===== src/include/gate_counter_pkg.sv =====
package gate_counter_pkg;
   // register byte offsets
   localparam logic [4:0] OFF_CTRL = 5'h00;
   localparam logic [4:0] OFF_GATE = 5'h04;
   localparam logic [4:0] OFF_CNTL = 5'h08;
   localparam logic [4:0] OFF_CNTH = 5'h0c;
   localparam logic [4:0] OFF_FLAG = 5'h10;
   // counter_control fields
   localparam int B_ON   = 0;
   localparam int B_SYNC = 2;
   localparam int B_PS   = 4;
   localparam int B_CS   = 6;
   // gate_control fields
   localparam int B_GSS  = 0;
   localparam int B_VAL  = 2;
   localparam int B_GO   = 3;
   localparam int B_SPM  = 4;
   localparam int B_GTM  = 5;
   localparam int B_POL  = 6;
   localparam int B_GE   = 7;
   // flag register fields
   localparam int B_ROLL = 0;
   localparam int B_GEV  = 1;
   // reset values and implemented-bit masks
   localparam logic [7:0]  CTRL_RST  = 8'h00;
   localparam logic [7:0]  GATE_RST  = 8'h00;
   localparam logic [7:0]  CTRL_MASK = 8'hf5;
   localparam logic [7:0]  GATE_MASK = 8'hfb;
   localparam logic [15:0] CNT_MAX   = 16'hffff;
   // instruction clock is one aclk in four
   localparam logic [1:0]  INSTR_DIV_M1 = 2'h3;
   localparam logic [1:0]  RESP_OK  = 2'h0;
   localparam logic [1:0]  RESP_ERR = 2'h2;

   typedef enum logic [1:0] {CS_INSTR, CS_SYS, CS_EXT, CS_LFO} clk_src_e;
   typedef enum logic [1:0] {GS_PIN, GS_OVF, GS_CMP, GS_RSV} gate_src_e;

   typedef struct packed {
      logic [7:0]  ctrl;
      logic [7:0]  gate;
      logic [15:0] count;
      logic        roll;
      logic        gev;
      logic [1:0]  div4;
      logic [2:0]  pre;
      logic        sync_tick;
      logic [1:0]  ext_s;
      logic [1:0]  lfo_s;
      logic [1:0]  pin_s;
      logic        ext_d;
      logic        lfo_d;
      logic        act_d;
      logic        tff;
      logic        g1_d;
      logic        started;
      logic        gval;
      logic        aw_got;
      logic        w_got;
      logic [4:0]  waddr;
      logic [7:0]  wdata;
      logic        wstrb0;
      logic        awready;
      logic        wready;
      logic        bvalid;
      logic [1:0]  bresp;
      logic        arready;
      logic        rvalid;
      logic [1:0]  rresp;
      logic [7:0]  rdata;
   } state_s;
endpackage


===== src/hdl/gated_counter.sv =====
// The AXI4-Lite slave port and the address map were decided locally.
`timescale 1ns/10ps
module gated_counter
   import gate_counter_pkg::*;
(
   input  wire logic        aclk,
   input  wire logic        aresetn,
   input  wire logic [4:0]  s_axi_awaddr,
   input  wire logic        s_axi_awvalid,
   output logic             s_axi_awready,
   input  wire logic [31:0] s_axi_wdata,
   input  wire logic [3:0]  s_axi_wstrb,
   input  wire logic        s_axi_wvalid,
   output logic             s_axi_wready,
   output logic [1:0]       s_axi_bresp,
   output logic             s_axi_bvalid,
   input  wire logic        s_axi_bready,
   input  wire logic [4:0]  s_axi_araddr,
   input  wire logic        s_axi_arvalid,
   output logic             s_axi_arready,
   output logic [31:0]      s_axi_rdata,
   output logic [1:0]       s_axi_rresp,
   output logic             s_axi_rvalid,
   input  wire logic        s_axi_rready,
   input  wire logic        external_count_input,
   input  wire logic        low_freq_internal_osc,
   input  wire logic        gate_input_pin,
   input  wire logic        byte_timer_overflow_pulse,
   input  wire logic        comparator_sync_output,
   output logic             rollover_flag,
   output logic             gate_event_flag
);
   import gate_counter_pkg::*;

   state_s     s;
   state_s     next_s;
   logic       on;
   logic       src_tick;
   logic       pre_tick;
   logic       inc_tick;
   logic [2:0] pmask;
   logic       raw;
   logic       act;
   logic       g1;
   logic       gv;
   logic       en;
   logic       do_wr;
   logic       wr_hit;
   logic       sp_done;
   logic [7:0] rd;
   logic       rd_ok;

   assign on = s.ctrl[B_ON];

   // outputs straight from the state flops
   assign s_axi_awready   = s.awready;
   assign s_axi_wready    = s.wready;
   assign s_axi_bvalid    = s.bvalid;
   assign s_axi_bresp     = s.bresp;
   assign s_axi_arready   = s.arready;
   assign s_axi_rvalid    = s.rvalid;
   assign s_axi_rresp     = s.rresp;
   assign s_axi_rdata     = {24'h000000, s.rdata};
   assign rollover_flag   = s.roll;
   assign gate_event_flag = s.gev;

   // read decode, gate level bit is live state
   always_comb
   begin
      rd    = 8'h00;
      rd_ok = 1'b1;
      unique case (s_axi_araddr)
         OFF_CTRL: rd = s.ctrl & CTRL_MASK;
         OFF_GATE: rd = {s.gate[7:3], s.gval, s.gate[1:0]};
         OFF_CNTL: rd = s.count[7:0];
         OFF_CNTH: rd = s.count[15:8];
         OFF_FLAG: rd = {6'h00, s.gev, s.roll};
         default:  rd_ok = 1'b0;
      endcase
   end

   always_comb
   begin
      next_s = s;
      // two-flop synchronisers for pins, then edge history
      next_s.ext_s = {s.ext_s[0], external_count_input};
      next_s.lfo_s = {s.lfo_s[0], low_freq_internal_osc};
      next_s.pin_s = {s.pin_s[0], gate_input_pin};
      next_s.ext_d = s.ext_s[1];
      next_s.lfo_d = s.lfo_s[1];
      next_s.div4  = s.div4 + 2'h1;

      // counter clock source as a one-cycle enable
      unique case (clk_src_e'(s.ctrl[B_CS+:2]))
         CS_INSTR: src_tick = (s.div4 == INSTR_DIV_M1);
         CS_SYS:   src_tick = 1'b1;
         CS_EXT:   src_tick = s.ext_s[1] & ~s.ext_d;
         CS_LFO:   src_tick = s.lfo_s[1] & ~s.lfo_d;
      endcase

      // prescaler: pass every 1, 2, 4 or 8 source ticks
      pmask    = {s.ctrl[B_PS+:2] == 2'h3, s.ctrl[B_PS+1], |s.ctrl[B_PS+:2]};
      pre_tick = src_tick && ((s.pre & pmask) == pmask);
      if (!on)
         next_s.pre = 3'h0;
      else if (src_tick)
         next_s.pre = s.pre + 3'h1;

      // extra retiming stage costs a cycle of latency
      next_s.sync_tick = pre_tick;
      inc_tick = s.ctrl[B_SYNC] ? pre_tick : s.sync_tick;

      // gate source and polarity
      unique case (gate_src_e'(s.gate[B_GSS+:2]))
         GS_PIN:  raw = s.pin_s[1];
         GS_OVF:  raw = byte_timer_overflow_pulse;
         GS_CMP:  raw = comparator_sync_output;
         GS_RSV:  raw = 1'b0;
      endcase
      if (s.gate[B_GSS+:2] == GS_RSV)
         act = 1'b0;
      else
         act = s.gate[B_POL] ? raw : ~raw;
      next_s.act_d = act;

      // toggle flop, held clear when off or mode disabled
      if (!on || !s.gate[B_GTM])
         next_s.tff = 1'b0;
      else if (act && !s.act_d)
         next_s.tff = ~s.tff;
      g1 = s.gate[B_GTM] ? s.tff : act;
      next_s.g1_d = g1;

      // single pulse: arm, see leading edge, finish on trailing edge
      sp_done = s.gate[B_SPM] && s.gate[B_GO] && s.started && !g1 && s.g1_d;
      if (!s.gate[B_SPM] || !s.gate[B_GO])
         next_s.started = 1'b0;
      else if (g1 && !s.g1_d)
         next_s.started = 1'b1;
      if (sp_done)
      begin
         next_s.started    = 1'b0;
         next_s.gate[B_GO] = 1'b0;
      end
      gv = s.gate[B_SPM] ? (g1 && s.started && s.gate[B_GO]) : g1;
      next_s.gval = gv;

      // count enable, gate only matters while on
      en = on && inc_tick && (!s.gate[B_GE] || s.gval);
      if (en)
         next_s.count = s.count + 16'h0001;

      // write channel capture, either order
      if (s_axi_awvalid && s.awready)
      begin
         next_s.aw_got = 1'b1;
         next_s.waddr  = s_axi_awaddr;
      end
      if (s_axi_wvalid && s.wready)
      begin
         next_s.w_got  = 1'b1;
         next_s.wdata  = s_axi_wdata[7:0];
         next_s.wstrb0 = s_axi_wstrb[0];
      end
      if (s.bvalid && s_axi_bready)
         next_s.bvalid = 1'b0;

      // perform the write once both halves are held
      do_wr  = s.aw_got && s.w_got && !s.bvalid;
      wr_hit = do_wr && s.wstrb0;
      if (do_wr)
      begin
         next_s.aw_got = 1'b0;
         next_s.w_got  = 1'b0;
         next_s.bvalid = 1'b1;
         next_s.bresp  = RESP_OK;
         unique case (s.waddr)
            OFF_CTRL: if (wr_hit) next_s.ctrl = s.wdata & CTRL_MASK;
            OFF_GATE: if (wr_hit) next_s.gate = s.wdata & GATE_MASK;
            OFF_CNTL: if (wr_hit) next_s.count[7:0] = s.wdata;
            OFF_CNTH: if (wr_hit) next_s.count[15:8] = s.wdata;
            OFF_FLAG: if (wr_hit)
            begin
               // write one to clear; new events below still win
               next_s.roll = s.roll & ~s.wdata[B_ROLL];
               next_s.gev  = s.gev & ~s.wdata[B_GEV];
            end
            default:  next_s.bresp = RESP_ERR;
         endcase
      end

      // hardware set beats software clear
      if (en && s.count == CNT_MAX)
         next_s.roll = 1'b1;
      if (s.gval && !gv)
         next_s.gev = 1'b1;

      next_s.awready = !next_s.aw_got && !next_s.bvalid;
      next_s.wready  = !next_s.w_got && !next_s.bvalid;

      // read: one outstanding, answer the cycle after the address
      if (s_axi_arvalid && s.arready)
      begin
         next_s.rvalid = 1'b1;
         next_s.rdata  = rd;
         next_s.rresp  = rd_ok ? RESP_OK : RESP_ERR;
      end
      else if (s.rvalid && s_axi_rready)
         next_s.rvalid = 1'b0;
      next_s.arready = !next_s.rvalid;
   end

   // single reset domain; power-on values only
   always_ff @(posedge aclk)
   begin
      if (!aresetn)
      begin
         s      <= '0;
         s.ctrl <= CTRL_RST;
         s.gate <= GATE_RST;
      end
      else
         s <= next_s;
   end
endmodule


===== config.mk =====
export PLATFORM = sky130hd
export DESIGN_NAME = gated_counter
export DESIGN_NICKNAME = d
export VERILOG_FILES = /design/src/include/gate_counter_pkg.sv /design/src/hdl/gated_counter.sv
export SDC_FILE = /design/constraint.sdc
export NUM_CORES = 1
export LEC_CHECK = 0
export ABC_CLOCK_PERIOD_IN_PS = 2250
export BUFFER_PORTS_ARGS = -buffer_cell sky130_fd_sc_hd__clkbuf_2
export CAP_MARGIN = 30
export CELL_PAD_IN_SITES_DETAIL_PLACEMENT = 0
export CELL_PAD_IN_SITES_GLOBAL_PLACEMENT = 2
export CORE_ASPECT_RATIO = 1.1
export CORE_MARGIN = 2
export CORE_UTILIZATION = 31
export DETAILED_ROUTE_END_ITERATION = 7
export GPL_ROUTABILITY_DRIVEN = 0
export PLACE_DENSITY = 0.85
export SLEW_MARGIN = 20
export SYNTH_ARGS = -nofsm -noshare
export SYNTH_HDL_FRONTEND = slang
export SYNTH_SLANG_ARGS = --single-unit

===== constraint.sdc =====
create_clock -name aclk -period 2.25 [get_ports aclk]
set_input_delay 0.3375 -clock aclk [delete_from_list [all_inputs] [get_ports aclk]]
set_output_delay 0.3375 -clock aclk [all_outputs]
set_load 0.01 [all_outputs]

==> results of run 1 <==
## metrics by stage
step,util (%),setup WS [ps]
2_1_floorplan,-,614
3_3_place_gp,33.9,402
3_5_place_dp,33.9,385
4_1_cts,36.3,392
5_1_grt,36.3,207
6_report,36.3,372
## state kept, by name (all words and copies together), names as in the netlist
register,count
gate_event_flag,1
next_s,5
on,1
pmask,1
rollover_flag,1
s,57
s_axi_arready,1
s_axi_awready,1
s_axi_bresp,1
s_axi_bvalid,1
s_axi_rdata,8
s_axi_rresp,1
s_axi_rvalid,1
s_axi_wready,1
## cell usage after synthesis (3+ instances only)
cell type,instances,area (um2)
dfxtp_1,81,1620
nand2_1,58,218
a21oi_1,45,225
buf_4,36,270
nor2_1,36,135
o21ai_0,28,140
mux2i_1,22,220
xnor2_1,17,149
clkbuf_1,13,48.8
and2_1,12,75.1
nand3_1,10,50.1
and3_1,7,43.8
a211oi_2,6,75.1
nand4_1,6,37.5
nand2b_1,5,31.3
a211oi_1,4,30.0
a22oi_1,4,30.0
nor2b_1,4,25.0
nor3_1,4,20.0
o21a_1,4,30.0
buf_2,3,15.0
ha_1,3,37.5
inv_1,3,11.3
nand3b_1,3,22.5
xor2_1,3,26.3
## cell type report
| type | instances | area share [%] |
|---|---|---|
| inverters | 4 | 0.340 |
| well taps | 154 | 4.37 |
| clock buffers | 10 | 5.42 |
| multi-input cells | 334 | 45.5 |
| flip-flops and latches | 81 | 36.8 |
| clock inverters | 5 | 1.28 |
| repair buffers | 53 | 6.35 |
## power breakdown
part           total (mW)  internal (mW)  switching (mW)
combinational       0.188         0.0713           0.117
clock                1.45          0.881           0.574
sequential           1.51           1.47          0.0356
## worst register-to-register path: cells and delay by family (launching register included)
family,cells,cell delay (ps)
AOI/OAI and AO/OA,2,440
DFF,1,330
and+or+nand+nor,3,980
## metal layers
layer | GRT usage (%) | vias to the layer above
met4 | 6.25 | 0
met1 | 18.3 | 1424
met5 | 0 | -
met3 | 3.20 | 17
li1 | - | 1563
met2 | 21.9 | 84
## logic make-up after synthesis
| family | Yosys count | share of synthesized area (%) |
|---|---|---|
| AOI/OAI and AO/OA | 103 | 16.7 |
| xor gates and xnor gates | 20 | 4.51 |
| adders and majority gates | 4 | 1.22 |
| buffers and inverters | 56 | 8.99 |
| DFF | 81 | 41.8 |
| muxes | 24 | 6.54 |
| other | 1 | 0.0966 |
| and+or+nand+nor | 157 | 20.2 |
## worst max-delay path by stage
stage | cells after the start | slack, ps | to
floorplan | 6 | 610 | s[65]$_SDFF_PN0_
detailed placement | 5 | 390 | s_axi_rdata[7]$_SDFFE_PN0P_
CTS | 5 | 390 | s[68]$_SDFF_PN0_
global route | 5 | 210 | s[69]$_SDFF_PN0_
global placement | 5 | 400 | s_axi_rdata[1]$_SDFFE_PN0P_
finish | 5 | 370 | s[68]$_SDFF_PN0_
==> results.toml, run 1 <==
[outcome]
status = "finished, final reports clean"

[finish]
nNetsFinal = 544
final_cell_mix = "81 x dfxtp_1, 58 x nand2_1, 47 x clkbuf_2, 45 x a21oi_1, 36 x nor2_1"
fin_area_mm2 = 0.00441
drive_gt1_share_pct = 18.5
nFillCells = 1283
diodes = 0
area_growth_pct = 13.6
fin_cells = 641
final_common_cell = "dfxtp_1"
multi_input_area_mm2 = 0.00201
final-seq-area_mm2 = 0.00162

[place]
hpwl_um = 6710
place_area_mm2 = 0.00412
port_buffers = 47
dpl.cell_count = 626

[power_and_ir_drop]
vdd_ir_drop_max_mv = 0.472
power_mw = 3.15
powerDensity_mw_per_mm2 = 714
leakagePower_nw = 1.62

[critical_path]
crit_type = "flip-flop to flip-flop"
arrival_ps = 2080
cp_max_fo = 16
critPathMaxStageDelay_ps = 440
worstReg2RegEnd = "s[68]$_SDFF_PN0_"
startpoint = "s_axi_bvalid$_SDFF_PN0_"
required_ps = 2450
cp-start-kind = "flip-flop"
ff2ff_setup_slack_ps = 370
worstRegToRegCells = 5
worst-path-buf-inv = 0
worstPathCellList = "nand3b_4 -> and4bb_2 -> nand3_1 -> o21ai_0 -> a21oi_1"
crit_family = "simple AND/OR/NAND/NOR gates"
reg2reg_from = "s_axi_bvalid$_SDFF_PN0_"
cp-end-kind = "flip-flop"
worst_path_max_delay_cell = "nand3_1"

[detailed_routing]
top_layer = "met4"
vias_per_cell = 4.82
dr_wl_met2_um = 4100
drt-met1-wl_um = 4350
drt_wl_total_um = 9130
drc = 0
wl_per_cell_um = 14.2
vias = 3088
drtPass1Iterations = 4
antenna_left = 0
wl_met3_um = 446
drt_iter0_markers = 132

[logic_synthesis]
post_synth_num_cell_types = 50
ys_async_sr_fraction_pct = 0
yosysWarnings = 0
synth_seq_cells = 81
syn_inst = 446
synth_area_per_cell_um2 = 8.71
ys_seq_area_share_pct = 41.8
synth-main-ff-cell = "dfxtp_1"
synth_area_mm2 = 0.00388
synth_edf_count = 0

[clock_tree]
ctsResizeCount = 0
post_cts_buffers = 0
cts_tree = "built"
worstSkewPairLatency_ps = 330
htreeDepth = 3
root_buffer = "clkbuf_16"
clkSinkCount = 81
cts-buffers-inserted = 9
clk_pin_slew_ps = 60
cts_hold_buf = 0
clockBufferDepth = 2

[min_path]
min_to = "next_s[45]$_SDFF_PN0_"
hold_depth = 2
hold_class = "input pin to flip-flop"
min-delay-start = "external_count_input"

[sta]
clock_skew_ps = 7.17
slew_headroom_pct = 60.5
post-route-period-util_pct = 83.5
rsz0062_at_grt = "no"
max_freq_mhz = 532
period_needed_ps = 1880
worstMarginPinSlew_ps = 591
final_hold_viol_count = 0
slew_viol_final = 0
holdWs_ps = 212
fin_tns_setup_ps = 0
setup_violations = 0

[floorplanning]
num_rows = 42
pin_count = 101
dieArea_mm2 = 0.0134
initial_core_util_pct = 32.0
die_x_um = 111
core-area_mm2 = 0.0121
fp.dieH_um = 121

[flow_run]
maxCapViolations = 0

[grt]
antenna_found_initial = 0
grt_remaining_overflow = 0
track_usage_pct = 13.9
grt_pass1_vias = 2846
grt_max_degree = 30
grt_first_pass_wirelength_um = 14700
Note: power is estimated with default switching activity, not from simulation.
==> run 2, diff against run 1 <==
--- a/config.mk
+++ b/config.mk
@@ -5,7 +5,7 @@
 export SDC_FILE = /design/constraint.sdc
 export NUM_CORES = 1
 export LEC_CHECK = 0
-export ABC_CLOCK_PERIOD_IN_PS = 2250
+export ABC_CLOCK_PERIOD_IN_PS = 2000
 export BUFFER_PORTS_ARGS = -buffer_cell sky130_fd_sc_hd__clkbuf_2
 export CAP_MARGIN = 30
 export CELL_PAD_IN_SITES_DETAIL_PLACEMENT = 0
==> constraint.sdc (replaced) <==
create_clock -name aclk -period 2 [get_ports aclk]
set_input_delay 0.3 -clock aclk [delete_from_list [all_inputs] [get_ports aclk]]
set_output_delay 0.3 -clock aclk [all_outputs]
set_load 0.01 [all_outputs]
==> results.toml, run 2 (synthesis results as in run 1) <==
[outcome]
status = "finished, final reports clean"

[critical_path]
ff2ff_setup_slack_ps = 280
reg2reg_from = "s[70]$_SDFFE_PN0P_"
worstPathCellList = "mux2i_1 -> xor2_1 -> o21a_1 -> mux2i_1 -> maj3_1 -> nor2_1"
cp-start-kind = "flip-flop"
cp_max_fo = 5
worstReg2RegEnd = "s[34]$_SDFFE_PP0P_"
cp.depth = 6
arrival_ps = 1960
critPathMaxStageDelay_ps = 440
crit_top_cell = "mux2i_1"
startpoint = "s[70]$_SDFFE_PN0P_"
worstRegToRegCells = 6
crit_type = "flip-flop to flip-flop"
worst-path-buf-inv = 0
crit_family = "multiplexers"
worst_path_max_delay_cell = "dfxtp_1"
required_ps = 2230
crit_end = "s[34]$_SDFFE_PP0P_"
cp-end-kind = "flip-flop"

[finish]
final_cell_mix = "81 x dfxtp_1, 58 x nand2_1, 47 x clkbuf_2, 45 x a21oi_1, 36 x nor2_1"
diodes = 0
area_growth_pct = 15.0
final_common_cell = "dfxtp_1"
regMostFlops = "s"
fin_cells = 649
drive_gt1_share_pct = 19.4
fin_util_pct = 36.8
nFillCells = 1283
nNetsFinal = 551
largest_reg_flops = 57

[power_and_ir_drop]
vdd_ir_drop_max_mv = 0.305
power_mw = 3.57
leakagePower_nw = 1.66
powerDensity_mw_per_mm2 = 798

[clock_tree]
worstSkewPairLatency_ps = 340
cts_hold_buf = 0
ctsResizeCount = 0
clockBufferDepth = 2
post_cts_buffers = 0
clkSinkCount = 81
htreeDepth = 3
cts-buffers-inserted = 9
root_buffer = "clkbuf_16"
cts_tree = "built"
clk_pin_slew_ps = 60

[place]
dpl.cell_count = 633
hpwl_um = 6880
dp_slack_ps = 274
port_buffers = 47

[detailed_routing]
drc = 0
antenna_left = 0
vias = 3077
drt_iter0_markers = 160
wl_per_cell_um = 14.1
drt_wl_total_um = 9150
vias_per_cell = 4.74
drtPass1Iterations = 4

[floorplanning]
dieArea_mm2 = 0.0134
num_rows = 42
fp.dieH_um = 121
pin_count = 101
die_x_um = 111
initial_core_util_pct = 32.0
core-area_mm2 = 0.0121

[sta]
slew_headroom_pct = 65.5
setup_violations = 0
slew_viol_final = 0
layout_setup_ws_ps = 278
fin_tns_setup_ps = 0
rsz0062_at_grt = "no"
clock_skew_ps = 6.09
final_hold_viol_count = 0
post-route-period-util_pct = 86.1
worstMarginPinSlew_ps = 517
period_needed_ps = 1720
max_freq_mhz = 581

[grt]
antenna_found_initial = 0
grt_max_degree = 43
grt_pass1_vias = 2851
grt_first_pass_wirelength_um = 14800
track_usage_pct = 14.0
grt_remaining_overflow = 0

[flow_run]
maxCapViolations = 0

[min_path]
hold_depth = 2
hold_class = "input pin to flip-flop"
run 2: cell types whose count changed in the layout (fill, tap and decap cells not counted), sizes merged:
cell	delta
clkinvlp	-1
buf	+7
clkbuf	+2
run 2: layer usage:
metal / track usage (%) / vias to the layer above / routed length (um) / share of wire, %
li1: - / 1566 / - / -
met1: 19.0 / 1418 / 4470 / 49
met2: 21.4 / 79 / 4120 / 45
met3: 2.70 / 14 / 356 / 3.9
met4: 6.56 / 0 / 197 / 2.2
met5: 0 / - / 0 / 0
run 2: layout make-up:
class / count / area (um2) / share of cell area, %
clock buffers: 12 / 246 / 5.52
well taps: 154 / 193 / 4.31
inverters: 4 / 15.0 / 0.336
multi-input cells: 334 / 2010 / 44.9
repair buffers: 60 / 333 / 7.45
flip-flops and latches: 81 / 1620 / 36.3
clock inverters: 4 / 52.6 / 1.18
run 2: worst register-to-register path, cell delays in order (launching register included):
cell,delay [ps]
dfxtp_1,440
mux2i_1,240
xor2_1,90
o21a_1,200
mux2i_1,360
maj3_1,260
nor2_1,40
run 2: power by group:
part | internal (mW) | switching, mW | leakage [nW]
clock network | 1.00 | 0.651 | 0.147
registers | 1.66 | 0.0395 | 0.659
logic | 0.0825 | 0.133 | 0.858
run 2: worst min-delay path by stage:
stage                           from               endpoint  slack, ps
floorplan           s[50]$_SDFF_PN0_       s[50]$_SDFF_PN0_        400
global placement    s[50]$_SDFF_PN0_       s[50]$_SDFF_PN0_        410
detailed placement  s[50]$_SDFF_PN0_       s[50]$_SDFF_PN0_        410
CTS                   gate_input_pin  next_s[41]$_SDFF_PN0_        160
global route          s_axi_wdata[5]     s[23]$_SDFFE_PN0P_        170
finish                gate_input_pin  next_s[41]$_SDFF_PN0_        170
run 2: through the flow:
stage,hold WS [ps],area [um2]
2_1_floorplan,399,3980
3_3_place_gp,407,4170
3_5_place_dp,410,4170
4_1_cts,162,4470
5_1_grt,170,4470
6_report,169,4470
==> run 3, diff against run 2 <==
--- a/config.mk
+++ b/config.mk
@@ -5,17 +5,18 @@
 export SDC_FILE = /design/constraint.sdc
 export NUM_CORES = 1
 export LEC_CHECK = 0
+export ABC_AREA = 1
 export ABC_CLOCK_PERIOD_IN_PS = 2000
 export BUFFER_PORTS_ARGS = -buffer_cell sky130_fd_sc_hd__clkbuf_2
 export CAP_MARGIN = 30
 export CELL_PAD_IN_SITES_DETAIL_PLACEMENT = 0
 export CELL_PAD_IN_SITES_GLOBAL_PLACEMENT = 2
-export CORE_ASPECT_RATIO = 1.1
+export CORE_ASPECT_RATIO = 1.75
 export CORE_MARGIN = 2
-export CORE_UTILIZATION = 31
+export CORE_UTILIZATION = 29
 export DETAILED_ROUTE_END_ITERATION = 7
 export GPL_ROUTABILITY_DRIVEN = 0
-export PLACE_DENSITY = 0.85
+export PLACE_DENSITY = 0.84
 export SLEW_MARGIN = 20
 export SYNTH_ARGS = -nofsm -noshare
 export SYNTH_HDL_FRONTEND = slang
==> results.toml, run 3 <==
[logic_synthesis]
synth_area_per_cell_um2 = 7.09
post_synth_num_cell_types = 43
ys_async_sr_fraction_pct = 0
synthMostInstantiatedCell = "nand2_1"
yosys.area.top_type = "dfxtp_1"
syn_inst = 594
synth_top_area_share_pct = 38.5
yosysWarnings = 0
yosys-top-cells-count = "121 x nand2_1, 81 x dfxtp_1, 69 x inv_1"
ys_seq_area_share_pct = 38.5
synthTopCellsByArea = "dfxtp_1 39%, nand2_1 11%, buf_4 6.4%"
synth-main-ff-cell = "dfxtp_1"
synth_edf_count = 0
synth_area_mm2 = 0.00421
synth_seq_cells = 81

[sta]
final_hold_viol_count = 0
period_needed_ps = 1820
layout_setup_ws_ps = 181
holdWs_ps = 146
slew_viol_final = 0
fin_tns_setup_ps = 0
max_freq_mhz = 550
setup_violations = 0
clock_skew_ps = 7.40
post-route-period-util_pct = 91.0
rsz0062_at_grt = "no"

[power_and_ir_drop]
power_mw = 3.69
vdd_ir_drop_max_mv = 0.467
sw_frac_of_total_pct = 24.5
comb_power_share_pct = 6.7
switching_power_uw = 905
leakagePower_nw = 2.18
clkPwrFrac_pct = 47.2
p_int_mw = 2.79
power_frac_seq_pct = 46.1
powerDensity_mw_per_mm2 = 765

[clock_tree]
cts_tree = "built"
clk_pin_slew_ps = 60
cts-buffers-inserted = 9
worstSkewPairLatency_ps = 330
root_buffer = "clkbuf_16"
ctsResizeCount = 0
htreeDepth = 3
clkSinkCount = 81
post_cts_buffers = 0
cts_hold_buf = 0
clockBufferDepth = 2

[detailed_routing]
drt_wl_total_um = 12100
wl_per_cell_um = 14.7
drtPass1Iterations = 4
drc = 0
drt_iter0_markers = 216
vias = 3815
antenna_left = 0
vias_per_cell = 4.62

[grt]
grt_first_pass_wirelength_um = 18900
grt_remaining_overflow = 0
grt_pass1_vias = 3664
track_usage_pct = 16.2
antenna_found_initial = 0
grt_max_degree = 51

[critical_path]
cp-start-kind = "flip-flop"
arrival_ps = 2090
required_ps = 2270
cp-end-kind = "flip-flop"
crit_type = "flip-flop to flip-flop"
cp_max_fo = 5

[floorplanning]
core-area_mm2 = 0.0143
dieArea_mm2 = 0.0155
initial_core_util_pct = 29.5
fp.dieH_um = 163
num_rows = 58
pin_count = 101
die_x_um = 95.1

[finish]
fin_cells = 826
regMostFlops = "s"
fin_util_pct = 33.7
final_common_cell = "nand2_1"
nFillCells = 1535
final_cell_mix = "121 x nand2_1, 81 x dfxtp_1, 69 x inv_1, 66 x nor2_1"
nNetsFinal = 702
largest_reg_flops = 57
drive_gt1_share_pct = 17.2
diodes = 0
fin_area_mm2 = 0.00482
area_growth_pct = 14.5

[place]
port_buffers = 47
dp_slack_ps = 203
dpl.cell_count = 810
hpwl_um = 9580
place_area_mm2 = 0.00451

[min_path]
hold_class = "input pin to flip-flop"

[flow_run]
maxCapViolations = 0

[outcome]
status = "finished, final reports clean"
run 3: changes by cell type after synthesis, sizes merged, moves of 9 or more:
cell | previous run | this run
nand2 | 58 | 136
mux2i | 22 | 0
and2 | 12 | 0
nor2 | 37 | 72
a211oi | 10 | 1
xnor2 | 17 | 3
nand3 | 11 | 47
inv | 3 | 76
o21ai | 29 | 47
run 3: final cells by class:
class | instances | area, um2 | area share (%)
multi-input cells | 414 | 2050 | 42.6
clock inverters | 5 | 62.6 | 1.30
flip-flops and latches | 81 | 1620 | 33.6
repair buffers | 58 | 318 | 6.59
inverters | 77 | 289 | 5.99
well taps | 180 | 225 | 4.67
clock buffers | 11 | 253 | 5.24
run 3: cells by family (layout without fill, tap and decap cells):
group	count (synthesis)	after routing	synth area share (%)
buf+inv	124	151	14.9
flops	81	81	38.5
simple gates	269	269	28.9
compound gates	106	106	14.6
fa+ha+maj	3	3	0.891
xor+xnor	10	10	2.08
other cells	1	26	0.0890
run 3: final timing paths:
kind / startpoint / end / slack (ps) / depth (start not counted)
setup reg to reg: s[54]$_SDFF_PN0_ / rollover_flag$_SDFFE_PN0P_ / 180 / 9
hold / removal: gate_input_pin / next_s[41]$_SDFF_PN0_ / 150 / 3
hold reg to reg: next_s[45]$_SDFF_PN0_ / next_s[39]$_SDFF_PN0_ / 410 / 2
setup / recovery: s[54]$_SDFF_PN0_ / rollover_flag$_SDFFE_PN0P_ / 180 / 9
run 3: power groups by stage:
stage / logic (mW) / registers, mW / clock network, mW
5_1_grt: 0.284 / 1.71 / 1.85
2_1_floorplan: 0.201 / 1.73 / 0
3_5_place_dp: 0.250 / 1.74 / 0
4_1_cts: 0.251 / 1.70 / 1.78
3_3_place_gp: 0.246 / 1.74 / 0
6_report: 0.248 / 1.70 / 1.74
run 3: critical path, cell delays in order (launching register included):
cell	delay [ps]
dfxtp_1	430
ha_1	260
nand3_1	170
inv_2	120
nand2_1	120
nor2_1	130
nand3_1	210
o21ai_0	140
nand2_1	70
a21oi_1	110
run 3: metal layers:
layer / track usage (%) / routed length (um) / vias up
met2: 30.7 / 6790 / 93
met3: 2.17 / 347 / 29
met4: 9.42 / 622 / 0
met5: 0 / 0 / -
met1: 16.1 / 4370 / 1758
li1: - / - / 1935
